$ cat config.mk
export PLATFORM = sky130hd
export DESIGN_NAME = dsic_top
export DESIGN_NICKNAME = d
export VERILOG_FILES = /design/src/common/dsic_pkg.sv /design/src/rtl/dsic_fifo.sv /design/src/rtl/dsic_top.sv
export SDC_FILE = /design/constraint.sdc
export NUM_CORES = 1
export LEC_CHECK = 0
export BUFFER_PORTS_ARGS = -buffer_cell sky130_fd_sc_hd__buf_2
export CAP_MARGIN = 20
export CORE_MARGIN = 1
export CORE_UTILIZATION = 28
export DETAILED_ROUTE_END_ITERATION = 7
export PLACE_DENSITY = 0.52
export REMOVE_ABC_BUFFERS = 1
export SLEW_MARGIN = 20
export SYNTH_ARGS = -nofsm -noshare
export SYNTH_HDL_FRONTEND = slang
export SYNTH_HIERARCHICAL = 1
export SYNTH_SLANG_ARGS = --single-unit
$ cat constraint.sdc
create_clock -name clk_in -period 5.9 [get_ports clk_in]
set_clock_uncertainty 0.15 [all_clocks]
set_input_delay 1.475 -clock clk_in [delete_from_list [all_inputs] [get_ports clk_in]]
set_output_delay 1.475 -clock clk_in [all_outputs]
set_load 0.01 [all_outputs]
$ cat src/common/dsic_pkg.sv
// Shared constants and carrier types for the dual serial port block.
package dsic_pkg;

  // ****************************************************************
  // Sizes and counts
  // ****************************************************************
  localparam int          DATA_W     = 32'h0000_0010;
  localparam int          PORTS      = 32'h0000_0002;
  localparam int          DEPTH_ZERO = 32'h0000_0001;
  localparam int          DEPTH_ONE  = 32'h0000_0004;
  localparam int          BIT_CNT_W  = 32'h0000_0005;
  localparam logic [4:0]  WORD_BITS  = 5'h10;
  localparam logic [4:0]  LAST_BIT   = 5'h0F;
  localparam int          MSB        = 32'h0000_000F;

  // ****************************************************************
  // Clocking
  // ****************************************************************
  localparam int          CLK_HZ       = 32'h0131_2D00;
  localparam logic [0:0]  BUS_DIV_LAST = 1'h1;

  // ****************************************************************
  // Types
  // ****************************************************************
  typedef logic [DATA_W-1:0] dsic_word_t;

  typedef enum logic [1:0] {
    DSIC_IDLE,
    DSIC_MASTER,
    DSIC_SLAVE
  } dsic_state_e;

  typedef struct packed {
    logic sclk;
    logic ss_b;
    logic mosi;
    logic miso;
  } dsic_pin_in_s;

  typedef struct packed {
    logic sclk;
    logic sclk_oe;
    logic ss_b;
    logic ss_b_oe;
    logic mosi;
    logic mosi_oe;
    logic miso;
    logic miso_oe;
  } dsic_pin_out_s;

  localparam dsic_pin_out_s PIN_OUT_RST = 8'h20;

endpackage : dsic_pkg

$ cat src/rtl/dsic_fifo.sv
// Flip-flop FIFO with registered head word and registered flags.
`timescale 1ns/100ps
`default_nettype none

module dsic_fifo #(
  parameter int WIDTH = 16,
  parameter int DEPTH = 4
) (
  input  wire logic             clk_in,
  input  wire logic             rst_b_in,
  input  wire logic             in_valid_in,
  input  wire logic [WIDTH-1:0] in_data_in,
  output var  logic             in_ready_out,
  output var  logic             out_valid_out,
  output var  logic [WIDTH-1:0] out_data_out,
  input  wire logic             out_ready_in
);

  localparam int PW = (DEPTH > 1) ? $clog2(DEPTH) : 1;

  logic [WIDTH-1:0] mem_q [DEPTH];
  logic [WIDTH-1:0] mem_d [DEPTH];
  logic [PW-1:0]    wr_q;
  logic [PW-1:0]    wr_d;
  logic [PW-1:0]    rd_q;
  logic [PW-1:0]    rd_d;
  logic [PW:0]      cnt_q;
  logic [PW:0]      cnt_d;
  logic             not_full_d;
  logic             not_empty_d;
  logic [WIDTH-1:0] head_d;
  logic             push;
  logic             pop;

  function automatic logic [PW-1:0] next_ptr(input logic [PW-1:0] p);
    if (p == PW'(DEPTH - 1))
    begin
      return '0;
    end
    return p + PW'(1);
  endfunction : next_ptr

  // ****************************************************************
  // Next state
  // ****************************************************************
  always_comb
  begin
    push   = in_valid_in & in_ready_out;
    pop    = out_ready_in & out_valid_out;
    mem_d  = mem_q;
    wr_d   = wr_q;
    rd_d   = rd_q;
    cnt_d  = cnt_q;
    if (push)
    begin
      mem_d[wr_q] = in_data_in;
      wr_d        = next_ptr(wr_q);
      cnt_d       = cnt_d + (PW+1)'(1);
    end
    if (pop)
    begin
      rd_d  = next_ptr(rd_q);
      cnt_d = cnt_d - (PW+1)'(1);
    end
    not_full_d  = (cnt_d != (PW+1)'(DEPTH));
    not_empty_d = (cnt_d != '0);
    // The head is registered so that the consumer sees a flop, not a mux.
    head_d      = mem_d[rd_d];
  end

  always_ff @(posedge clk_in or negedge rst_b_in)
  begin
    if (!rst_b_in)
    begin
      for (int k = 0; k < DEPTH; k++)
      begin
        mem_q[k] <= '0;
      end
      wr_q          <= '0;
      rd_q          <= '0;
      cnt_q         <= '0;
      in_ready_out  <= 1'b1;
      out_valid_out <= 1'b0;
      out_data_out  <= '0;
    end
    else
    begin
      mem_q         <= mem_d;
      wr_q          <= wr_d;
      rd_q          <= rd_d;
      cnt_q         <= cnt_d;
      in_ready_out  <= not_full_d;
      out_valid_out <= not_empty_d;
      out_data_out  <= head_d;
    end
  end

endmodule : dsic_fifo

`default_nettype wire

$ cat src/rtl/dsic_top.sv
// Two serial peripheral ports with word buffers, DMA requests and stop-mode wakeup.
`timescale 1ns/100ps
`default_nettype none

// Contract
// - Two independent serial ports, zero and one, each with its own clock rate.
// - Each port shifts words of sixteen bits.
// - Port one buffers data in four-entry, sixteen-bit queues.
// - Port zero runs from the bus clock and derives all timing from it; stop entry ends its master word on any system clock.
// - Port one runs from the system clock, not the bus clock.
// - Port one is inactive while the chip is in partial stop; only its engine freezes, its queues and DMA requests keep working.
// - Each port raises DMA requests for transmit space and received words.
// - In very low power stop a port works only as a slave.
// - A slave port in very low power stop wakes the processor on received data.
module dsic_top (
  input  wire logic                          clk_in,
  input  wire logic                          rst_b_in,
  input  wire logic                          partial_stop_in,
  input  wire logic                          very_low_power_stop_in,
  input  wire logic [1:0]                    master_mode_in,
  input  wire logic [1:0]                    tx_valid_in,
  input  wire dsic_pkg::dsic_word_t [1:0]    tx_data_in,
  output var  logic [1:0]                    tx_ready_out,
  output var  logic [1:0]                    rx_valid_out,
  output var  dsic_pkg::dsic_word_t [1:0]    rx_data_out,
  input  wire logic [1:0]                    rx_ready_in,
  output var  logic [1:0]                    dma_tx_req_out,
  output var  logic [1:0]                    dma_rx_req_out,
  output var  logic [1:0]                    busy_out,
  output var  logic [1:0]                    rx_overrun_out,
  input  wire dsic_pkg::dsic_pin_in_s [1:0]  pin_in,
  output var  dsic_pkg::dsic_pin_out_s [1:0] pin_out,
  output var  logic                          wakeup_out
);

  // ****************************************************************
  // Bus clock enable
  // ****************************************************************
  // The bus clock is half the system clock; it is a one-cycle enable.
  logic [0:0] bus_cnt_q;
  logic [0:0] bus_cnt_d;
  logic       bus_tick_q;
  logic       bus_tick_d;

  always_comb
  begin
    bus_tick_d = (bus_cnt_q == dsic_pkg::BUS_DIV_LAST);
    bus_cnt_d  = bus_tick_d ? 1'h0 : bus_cnt_q + 1'h1;
  end

  always_ff @(posedge clk_in or negedge rst_b_in)
  begin
    if (!rst_b_in)
    begin
      bus_cnt_q  <= 1'h0;
      bus_tick_q <= 1'b0;
    end
    else
    begin
      bus_cnt_q  <= bus_cnt_d;
      bus_tick_q <= bus_tick_d;
    end
  end

  // ****************************************************************
  // Port instances
  // ****************************************************************
  logic [1:0] wake_evt;

  for (genvar i = 0; i < dsic_pkg::PORTS; i++)
  begin : g_port
    localparam int DEPTH = (i == 0) ? dsic_pkg::DEPTH_ZERO
                                    : dsic_pkg::DEPTH_ONE;

    logic                     tick;
    logic                     master_ok;
    logic                     txf_valid;
    dsic_pkg::dsic_word_t     txf_data;
    logic                     txf_pop;
    logic                     rxf_push;
    dsic_pkg::dsic_word_t     rxf_data;
    logic                     rxf_ready;
    logic                     rise;
    logic                     fall;
    dsic_pkg::dsic_word_t     load_word;
    dsic_pkg::dsic_state_e    state_q;
    dsic_pkg::dsic_state_e    state_d;
    dsic_pkg::dsic_word_t     sh_q;
    dsic_pkg::dsic_word_t     sh_d;
    logic [4:0]               cnt_q;
    logic [4:0]               cnt_d;
    logic                     sclk_prev_q;
    logic                     sclk_prev_d;
    dsic_pkg::dsic_pin_out_s  pins_q;
    dsic_pkg::dsic_pin_out_s  pins_d;
    logic                     busy_d;
    logic                     ovr_d;

    // Port zero steps on the bus clock enable; port one on every system
    // clock, frozen in partial stop as if its clock had been stopped.
    if (i == 0)
    begin : g_bus
      assign tick = bus_tick_q;
    end
    else
    begin : g_sys
      assign tick = ~partial_stop_in;
    end

    assign master_ok = master_mode_in[i] & ~very_low_power_stop_in;

    dsic_fifo #(
      .WIDTH (dsic_pkg::DATA_W),
      .DEPTH (DEPTH)
    ) u_tx_fifo (
      .clk_in        (clk_in),
      .rst_b_in      (rst_b_in),
      .in_valid_in   (tx_valid_in[i]),
      .in_data_in    (tx_data_in[i]),
      .in_ready_out  (tx_ready_out[i]),
      .out_valid_out (txf_valid),
      .out_data_out  (txf_data),
      .out_ready_in  (txf_pop)
    );

    dsic_fifo #(
      .WIDTH (dsic_pkg::DATA_W),
      .DEPTH (DEPTH)
    ) u_rx_fifo (
      .clk_in        (clk_in),
      .rst_b_in      (rst_b_in),
      .in_valid_in   (rxf_push),
      .in_data_in    (rxf_data),
      .in_ready_out  (rxf_ready),
      .out_valid_out (rx_valid_out[i]),
      .out_data_out  (rx_data_out[i]),
      .out_ready_in  (rx_ready_in[i])
    );

    assign dma_tx_req_out[i] = tx_ready_out[i];
    assign dma_rx_req_out[i] = rx_valid_out[i];
    assign pin_out[i]        = pins_q;

    // **************************************************************
    // Shift engine
    // **************************************************************
    always_comb
    begin
      state_d     = state_q;
      sh_d        = sh_q;
      cnt_d       = cnt_q;
      pins_d      = pins_q;
      txf_pop     = 1'b0;
      rxf_push    = 1'b0;
      rxf_data    = sh_q;
      wake_evt[i] = 1'b0;
      rise        = tick & pin_in[i].sclk & ~sclk_prev_q;
      fall        = tick & ~pin_in[i].sclk & sclk_prev_q;
      sclk_prev_d = tick ? pin_in[i].sclk : sclk_prev_q;
      // A slave with nothing queued answers with zeros.
      load_word   = txf_valid ? txf_data : '0;
      case (state_q)
        dsic_pkg::DSIC_IDLE:
        begin
          pins_d         = dsic_pkg::PIN_OUT_RST;
          pins_d.sclk_oe = master_ok;
          pins_d.ss_b_oe = master_ok;
          pins_d.mosi_oe = master_ok;
          cnt_d          = '0;
          if (tick && master_ok && txf_valid)
          begin
            txf_pop     = 1'b1;
            sh_d        = txf_data;
            pins_d.ss_b = 1'b0;
            pins_d.mosi = txf_data[dsic_pkg::MSB];
            state_d     = dsic_pkg::DSIC_MASTER;
          end
          else if (tick && !master_ok && !pin_in[i].ss_b)
          begin
            txf_pop        = txf_valid;
            sh_d           = load_word;
            pins_d.miso    = load_word[dsic_pkg::MSB];
            pins_d.miso_oe = 1'b1;
            state_d        = dsic_pkg::DSIC_SLAVE;
          end
        end
        dsic_pkg::DSIC_MASTER:
        begin
          if (!master_ok)
          begin
            // Stop entry ends a master word at once; the partial word is lost.
            pins_d.ss_b = 1'b1;
            state_d     = dsic_pkg::DSIC_IDLE;
          end
          else if (tick && !pins_q.sclk)
          begin
            sh_d        = {sh_q[dsic_pkg::MSB-1:0], pin_in[i].miso};
            cnt_d       = cnt_q + 5'h01;
            pins_d.sclk = 1'b1;
          end
          else if (tick)
          begin
            pins_d.sclk = 1'b0;
            if (cnt_q == dsic_pkg::WORD_BITS)
            begin
              rxf_push    = 1'b1;
              pins_d.ss_b = 1'b1;
              state_d     = dsic_pkg::DSIC_IDLE;
            end
            else
            begin
              pins_d.mosi = sh_q[dsic_pkg::MSB];
            end
          end
        end
        dsic_pkg::DSIC_SLAVE:
        begin
          if (tick && pin_in[i].ss_b)
          begin
            pins_d.miso_oe = 1'b0;
            state_d        = dsic_pkg::DSIC_IDLE;
          end
          else if (rise)
          begin
            sh_d  = {sh_q[dsic_pkg::MSB-1:0], pin_in[i].mosi};
            cnt_d = cnt_q + 5'h01;
            if (cnt_q == dsic_pkg::LAST_BIT)
            begin
              rxf_push    = 1'b1;
              rxf_data    = {sh_q[dsic_pkg::MSB-1:0], pin_in[i].mosi};
              wake_evt[i] = very_low_power_stop_in;
              cnt_d       = '0;
              txf_pop     = txf_valid;
              sh_d        = load_word;
            end
          end
          else if (fall)
          begin
            pins_d.miso = sh_q[dsic_pkg::MSB];
          end
        end
        default:
        begin
          state_d = dsic_pkg::DSIC_IDLE;
        end
      endcase
      // Port one's engine keeps its state, shift word, count and pins while its clock is stopped, so
      // a stop-mode change cannot move its pins behind the frozen engine.
      if ((i == 1) && partial_stop_in)
      begin
        state_d     = state_q;
        sh_d        = sh_q;
        cnt_d       = cnt_q;
        pins_d      = pins_q;
        txf_pop     = 1'b0;
        rxf_push    = 1'b0;
        wake_evt[i] = 1'b0;
      end
      busy_d = (state_d != dsic_pkg::DSIC_IDLE);
      // A received word finds no room when software or DMA fell behind.
      ovr_d  = rxf_push & ~rxf_ready;
    end

    always_ff @(posedge clk_in or negedge rst_b_in)
    begin
      if (!rst_b_in)
      begin
        state_q           <= dsic_pkg::DSIC_IDLE;
        sh_q              <= '0;
        cnt_q             <= '0;
        sclk_prev_q       <= 1'b0;
        pins_q            <= dsic_pkg::PIN_OUT_RST;
        busy_out[i]       <= 1'b0;
        rx_overrun_out[i] <= 1'b0;
      end
      else
      begin
        state_q           <= state_d;
        sh_q              <= sh_d;
        cnt_q             <= cnt_d;
        sclk_prev_q       <= sclk_prev_d;
        pins_q            <= pins_d;
        busy_out[i]       <= busy_d;
        rx_overrun_out[i] <= ovr_d;
      end
    end
  end

  // ****************************************************************
  // Wakeup
  // ****************************************************************
  logic wake_d;

  always_comb
  begin
    wake_d = |wake_evt;
  end

  always_ff @(posedge clk_in or negedge rst_b_in)
  begin
    if (!rst_b_in)
    begin
      wakeup_out <= 1'b0;
    end
    else
    begin
      wakeup_out <= wake_d;
    end
  end

endmodule : dsic_top

`default_nettype wire

==> Word-level counts from Yosys, hierarchy flattened <==
Index checks and enable logic that the tools add are counted.
{ "classes": {"addsub": 19, "magnitude_cmp": 12, "n_eq_ne": 43, "mux": 202, "n_bitwise": 32, "n_reduce_logical": 52} }
{ "op_table": {"columns": ["cell", "count"], "rows": [
  ["$mux W16", 36],
  ["$bwmux W64", 2],
  ["$mux W64", 2],
  ["$pmux W16 S3", 2],
  ["$mux W1", 92],
  ["$bmux W16 S2", 2],
  ["$demux W16 S2", 2],
  ["$mux W2", 32],
  ["$mux W5", 10],
  ["$ne A2 B2 Y1 const B", 19],
  ["$bwmux W16", 2],
  ["$ne A3 B3 Y1 const B", 10],
  ["$pmux W5 S3", 2],
  ["$and A1 B1 Y1", 20],
  ["$pmux W1 S2", 10],
  ["$reduce_and A5 Y1", 4],
  ["$logic_and A1 B1 Y1", 16],
  ["$reduce_bool A2 Y1", 8],
  ["$add A2 B1 Y2 const B", 6],
  ["$eq A2 B2 Y1 const B", 6],
  ["$ge A3 B3 Y1 const B", 4],
  ["$mux W3", 4],
  ["$not A2 Y3", 4],
  ["$pmux W2 S3", 2],
  ["other kinds (23)", 63]
]} }
{ "word_totals": {"ff_bits": 321, "in_bits": 50, "output_inout_bits": 61, "word_cells": 421} }

==> Depth between registers and ports, before layout <==
{ "logic_depth": {"depth_word": 17, "ltp_mapped": 15, "ltp_nobuf": 13} }

==> Modules after synthesis <==
The synthesis kept the hierarchy.
{ "by_module_without_submodules": {"columns": ["module", "n_inst", "cells_each", "area_per_inst_um2", "seq_area_each_um2"], "rows": [
  ["dsic_top", 1, 400, 4247.8, 1679.1],
  ["dsic_fifo at g_port[1].u_rx_fifo", 1, 308, 4033.9, 2228.4],
  ["dsic_fifo at g_port[1].u_tx_fifo", 1, 306, 4025.1, 2228.4],
  ["dsic_fifo at g_port[0].u_rx_fifo ...", 2, 52, 809.5, 501.7]
]} }

==> Least setup slack after synthesis <==
OpenSTA, ideal clock, no wires.
{ "synth_path": {"path_type": "input to register", "from": "input partial_stop_in", "to": "register g_port[1].u_rx_fifo.in_ready_out", "setup_time_ns": 0.083, "arrival_time_ns": 3.742, "required_ns": 5.667, "setup_slack_ns": 1.925, "cell_stages": 12, "cell_sequence": "clkbuf_1 > nor2_1 > nor4b_1 > buf_2 > a41oi_1 > nor3b_1 > buf_4 > nand2_1 > xor2_2 > ha_1 > xor2_1 > o32a_1"} }
{ "synth_via": {"elab_chain_len": 12, "word_cells_on_any_way": 16} }
{ "synth_lines": {"columns": ["element", "line_no", "rtl"], "rows": [
  ["start: declaration", "dsic_top.sv:18", "input wire logic partial_stop_in,"],
  ["$not A1 Y1 (no source line)", null, null],
  ["$and A1 B1 Y1 (2 in series)", "dsic_top.sv:157", "rise = tick & pin_in[i].sclk & ~sclk_prev_q;"],
  ["$mux W1", "dsic_top.sv:223", "else if (rise)"],
  ["$mux W1", "dsic_top.sv:218", "if (tick && pin_in[i].ss_b)"],
  ["$pmux W1 S2", "dsic_top.sv:162", "case (state_q)"],
  ["$mux W1 *", "dsic_top.sv:249", "if ((i == 1) && partial_stop_in)"],
  ["named net g_port[1].rxf_push", "dsic_top.sv:80", "logic rxf_push;"],
  ["$and A1 B1 Y1 *", "dsic_fifo.sv:48", "push = in_valid_in & in_ready_out;"],
  ["$mux W3 *", "dsic_fifo.sv:54", "if (push)"],
  ["$sub A3 B1 Y3", "dsic_fifo.sv:63", "cnt_d = cnt_d - (PW+1)'(1);"],
  ["$mux W3 *", "dsic_fifo.sv:60", "if (pop)"],
  ["$ne A3 B3 Y1 *", "dsic_fifo.sv:65", "not_full_d = (cnt_d != (PW+1)'(DEPTH));"],
  ["named net g_port[1].u_rx_fifo.not_full_d", "dsic_fifo.sv:29", "logic not_full_d;"],
  ["end signal: assignment", "dsic_fifo.sv:92", "in_ready_out <= not_full_d;"],
  ["end: declaration", "dsic_fifo.sv:13", "output var logic in_ready_out,"]
]} }
Mark *: on every way through the listed nets, which the timed path passes. The rest lies on a longest branch.
A chain may end at the register's enable or synchronous reset.

==> Final worst setup path <==
{ "layout_path": {"from": "input partial_stop_in", "to": "register g_port[1].u_rx_fifo.out_data_out[3]"} }
{ "layout_via": {"elab_chain_len": 12, "word_cells_on_any_way": 20} }
{ "layout_lines": {"columns": ["element", "line_no", "rtl"], "rows": [
  ["$not A1 Y1 (no source line)", null, null],
  ["$and A1 B1 Y1 (2 in series)", "dsic_top.sv:157", null],
  ["$mux W1", "dsic_top.sv:223", null],
  ["$mux W1", "dsic_top.sv:218", null],
  ["$pmux W1 S2", "dsic_top.sv:162", null],
  ["$mux W1 *", "dsic_top.sv:249", null],
  ["named net g_port[1].rxf_push", "dsic_top.sv:80", null],
  ["$and A1 B1 Y1 *", "dsic_fifo.sv:48", null],
  ["$mux W64 *", "dsic_fifo.sv:54", null],
  ["$bmux W16 S2 *", "dsic_fifo.sv:68", "head_d = mem_d[rd_d];"],
  ["$mux W16 (implied by the code) * (2 in series)", "dsic_fifo.sv:68", null],
  ["named net g_port[1].u_rx_fifo.head_d[3]", "dsic_fifo.sv:31", "logic [WIDTH-1:0] head_d;"],
  ["end signal: assignment", "dsic_fifo.sv:84", "out_data_out <= '0;"],
  ["end signal: assignment", "dsic_fifo.sv:94", "out_data_out <= head_d;"],
  ["end: declaration", "dsic_fifo.sv:15", "output var logic [WIDTH-1:0] out_data_out,"]
]} }
Mark *: on every way through the listed nets, which the timed path passes. The rest lies on a longest branch. The select of a mux whose other input is x is not followed.

==> impl_metrics.csv <==
group,metric,value,unit
pwr,comb_power_share,0.387,
final_layout,diodes,0,
worst_setup_path,critical-path-max-stage-delay,0.53,ns
pwr,power.share.clock,0.256,
clock_tree,cts_tree,"yes",
pwr,switching_share,0.3583,
die,rows,81,
die,initial_core_util,0.2845,
final_layout,nFillCells,4924,
timing,slew_headroom,0.2992,
drt,wl,31910,um
worst_setup_path,cp.arrival,4.23,ns
die,die_area,50630,um2
timing,fmax,253.4,MHz
timing,min_period,3.946,ns
yosys,synth_edf_count,0,
worst_setup_path,rr_startpoint,"g_port[1].state_q[0]",
clock_tree,htree_levels,2,
worst_setup_path,worstPathMaxFanout,19,
yosys,netlist_instances,1118,
flow_run,maxCapViolations,0,
drt,drt_iter0_drc,520,
die,die_h,225.0,um
yosys,async_flop_share,1.000,
outcome,status,"complete, no violations",
drt,dr.pass1.iters,4,
worst_setup_path,cpLargestDelayFamily,"simple AND/OR/NAND/NOR gates",
final_layout,drive_gt1_frac,0.2709,
timing,slew_viol_final,0,
yosys,synth_seq_area_share,0.5127,
worst_hold_path,min-delay-start,"bus_cnt_q",
pwr,p_int,5.347,mW
yosys,synthDistinctLibCells,73,
global_routing,grt_max_degree,131,
worst_setup_path,cpMostUsedCell,"buf_4",
pwr,power_frac_seq,0.357,
yosys,ys_seq_elements,285,
die,core,48950,um2
clock_tree,clock_path_buffers,3,
timing,finalCritPeriodShare,0.6689,
drt,ant_nets,0,
placement,dpl_cell_area,14990,um2
placement,post-dp-hpwl,20630,um
worst_setup_path,cp-end-kind,"register",
pwr,total_power,8.332,mW
drt,vias_per_cell,4.639,
clock_tree,path_clk_slew,0.06,ns
timing,finalHoldViolations,0,
global_routing,gr-total-overflow,0,
clock_tree,clkLatencyLatePin,0.54,ns
yosys,syn_avg_cell_area,12.46,um2
clock_tree,cts_resized,0,
placement,gp_congestion,0.7540,
yosys,synth_ff_type,"dfrtp_1",
yosys,ys.warnings.count,6,
global_routing,grt_pass1_vias,9166,
worst_setup_path,cp_slowest_cell,"nand3_2",
worst_setup_path,cp-start-kind,"input port",
worst_setup_path,crit_start,"partial_stop_in",
worst_setup_path,cp.required,6.18,ns
timing,rsz0062_at_grt,"false",
clock_tree,clockRootBuffer,"clkbuf_16",
die,ios,111,
timing,setup-violations-final,0,
worst_hold_path,min_path_type,"reg2reg",
drt,drt-wirelength-per-cell,16.73,um
global_routing,antenna_found_initial,1,
global_routing,grt_usage,0.1308,
worst_setup_path,path_buf_inv,3,
timing,setup_tns,0,ns
yosys,syn-cell-area,13930,um2
timing,tightest_slew,1.051,ns
drt,drc_errors,0,
worst_setup_path,critical_path.cell_chain,"buf_2, nor2_1, nor4b_2, buf_4, a41oi_1, nor3b_1, buf_4, nand3_2, mux2i_1, a22o_1, a221oi_1",
clock_tree,cts_hold_buf,0,
pwr,leakagePower,8.719,nW
clock_tree,cts_setup_buffers,0,
die,die_w,225.0,um
pwr,ir_drop,0.1788,mV
placement,io_buffers,110,
global_routing,grt_pass1_wl,52120,um
pwr,p_per_area,516.5,nW/um2
clock_tree,numCtsBuffers,35,
clock_tree,cts_sinks,285,
worst_setup_path,path_class,"in2reg",
final_layout,nets,1302,
final_layout,fin_area,16130,um2
pwr,p_switching,2.985,mW
drt,dr_total_vias,8852,
final_layout,area_growth,15.85,%
-- power groups by stage --
stage | clock [mW] | sequential, mW | combinational [mW]
4_1_cts | 2.23 | 2.99 | 3.27
5_1_grt | 2.30 | 3.05 | 3.58
3_5_place_dp | 0 | 3.02 | 3.26
6_report | 2.14 | 2.98 | 3.22
2_1_floorplan | 0 | 2.94 | 2.35
3_3_place_gp | 0 | 3.00 | 3.20
-- layer usage --
metal	track usage	vias up	share of wire
met5	0	-	0.00041
li1	-	4149	-
met1	0.1844	4525	0.48
met2	0.2016	126	0.46
met4	0.04126	2	0.024
met3	0.02425	50	0.034
-- cell type report --
class                      instances  area (um2)  area share
timing repair buffer             122       663.1     0.04110
clock buffer                      51       996.0     0.06173
sequential                       285        7139      0.4425
tap                              664       830.8     0.05150
multi-input combinational        613        5748      0.3563
clock inverter                    10       143.9    0.008919
inverter                         163       611.8     0.03792
-- stage by stage --
stage	cells	hold WS [ns]	worst slack, ns	util
2_1_floorplan	1061	0.2037	-0.2255	-
3_3_place_gp	1847	0.2121	1.423	0.3063
3_5_place_dp	1847	0.2133	1.335	0.3063
4_1_cts	1908	0.2310	1.899	0.3296
5_1_grt	1908	0.2395	1.706	0.3296
6_report	1908	0.2276	1.954	0.3296
-- Yosys cell counts (all sizes together), types with 2 or more instances --
master / count / area share
a211oi: 4 / 0.0022
a21boi: 8 / 0.0043
a21o: 2 / 0.0011
a21oi: 13 / 0.0047
a221oi: 36 / 0.033
a22o: 65 / 0.041
a22oi: 4 / 0.0022
a31oi: 2 / 0.00090
a41oi: 3 / 0.0019
and2: 6 / 0.0034
and3: 7 / 0.0031
and3b: 2 / 0.0013
and4: 2 / 0.0013
buf: 42 / 0.026
clkbuf: 15 / 0.0055
dfrtp: 279 / 0.50
dfstp: 6 / 0.011
ha: 32 / 0.029
inv: 163 / 0.044
mux2: 104 / 0.087
mux2i: 133 / 0.096
nand2: 27 / 0.0073
nand2b: 9 / 0.0040
nand3: 25 / 0.014
nand4bb: 5 / 0.0048
nor2: 18 / 0.0049
nor2b: 7 / 0.0031
nor3: 4 / 0.0014
nor3b: 3 / 0.0016
nor4: 3 / 0.0013
nor4b: 3 / 0.0019
o211ai: 5 / 0.0034
o21a: 5 / 0.0027
o21ai: 31 / 0.012
o22ai: 2 / 0.00090
o2bb2ai: 3 / 0.0019
o32a: 3 / 0.0022
o32ai: 8 / 0.013
xnor2: 7 / 0.0044
xor2: 8 / 0.0061
-- sequential cells by signal, summed over array words and instances, names as in the netlist, 5 cells and up --
signal and cells:
pin_out 12, g_port.sh_q 32, g_port.u_tx_fifo/out_data_out 16, g_port.u_rx_fifo/mem_q 80, g_port.u_tx_fifo/cnt_q 5, g_port.u_rx_fifo/out_data_out 16
g_port.u_tx_fifo/mem_q 80, g_port.u_rx_fifo/cnt_q 5, g_port.cnt_q 10
-- placed cells by master, fill, tap and decap left out, types with 6 or more instances in the layout --
master | synthesis | routed
clkbuf_1 | 13 | 10
a221oi_1 | 14 | 14
nand2_1 | 27 | 27
nor2b_1 | 7 | 7
buf_4 | 17 | 11
a22o_1 | 62 | 62
dfrtp_1 | 279 | 279
mux2_4 | 10 | 10
a21oi_1 | 13 | 13
nand3_1 | 16 | 16
inv_1 | 163 | 163
clkbuf_8 | 2 | 6
o21ai_0 | 30 | 30
nor2_1 | 18 | 18
and3_1 | 7 | 7
nand3_2 | 6 | 6
dfstp_2 | 6 | 6
clkbuf_16 | 0 | 35
xor2_1 | 6 | 6
nand2b_1 | 9 | 9
xnor2_1 | 7 | 7
ha_1 | 32 | 32
a221oi_2 | 21 | 21
mux2_2 | 91 | 91
mux2i_1 | 133 | 133
buf_2 | 9 | 109
-- cell families after synthesis --
family          share of synthesized area
compound gates                     0.1326
simple gates                      0.05759
xor+xnor                          0.01051
flops                              0.5127
buf+inv                           0.07547
fa+ha+maj                         0.02875
mux                                0.1824
-- worst paths after layout --
kind	slack [ns]	endpoint	cells after the start
worst max-delay path	1.95	g_port[1].u_rx_fifo/out_data_out[3]	11
worst min-delay path	0.23	bus_tick_q	0
worst max register to register	1.97	g_port[1].u_rx_fifo/out_data_out[3]	12
worst min register to register	0.23	bus_tick_q	0
max in group asynchronous	3.43	g_port[0].u_rx_fifo/mem_q[7]	2
min in group asynchronous	0.79	g_port[0].u_tx_fifo/mem_q[6]	1
Power figures use the tool's default switching activity.
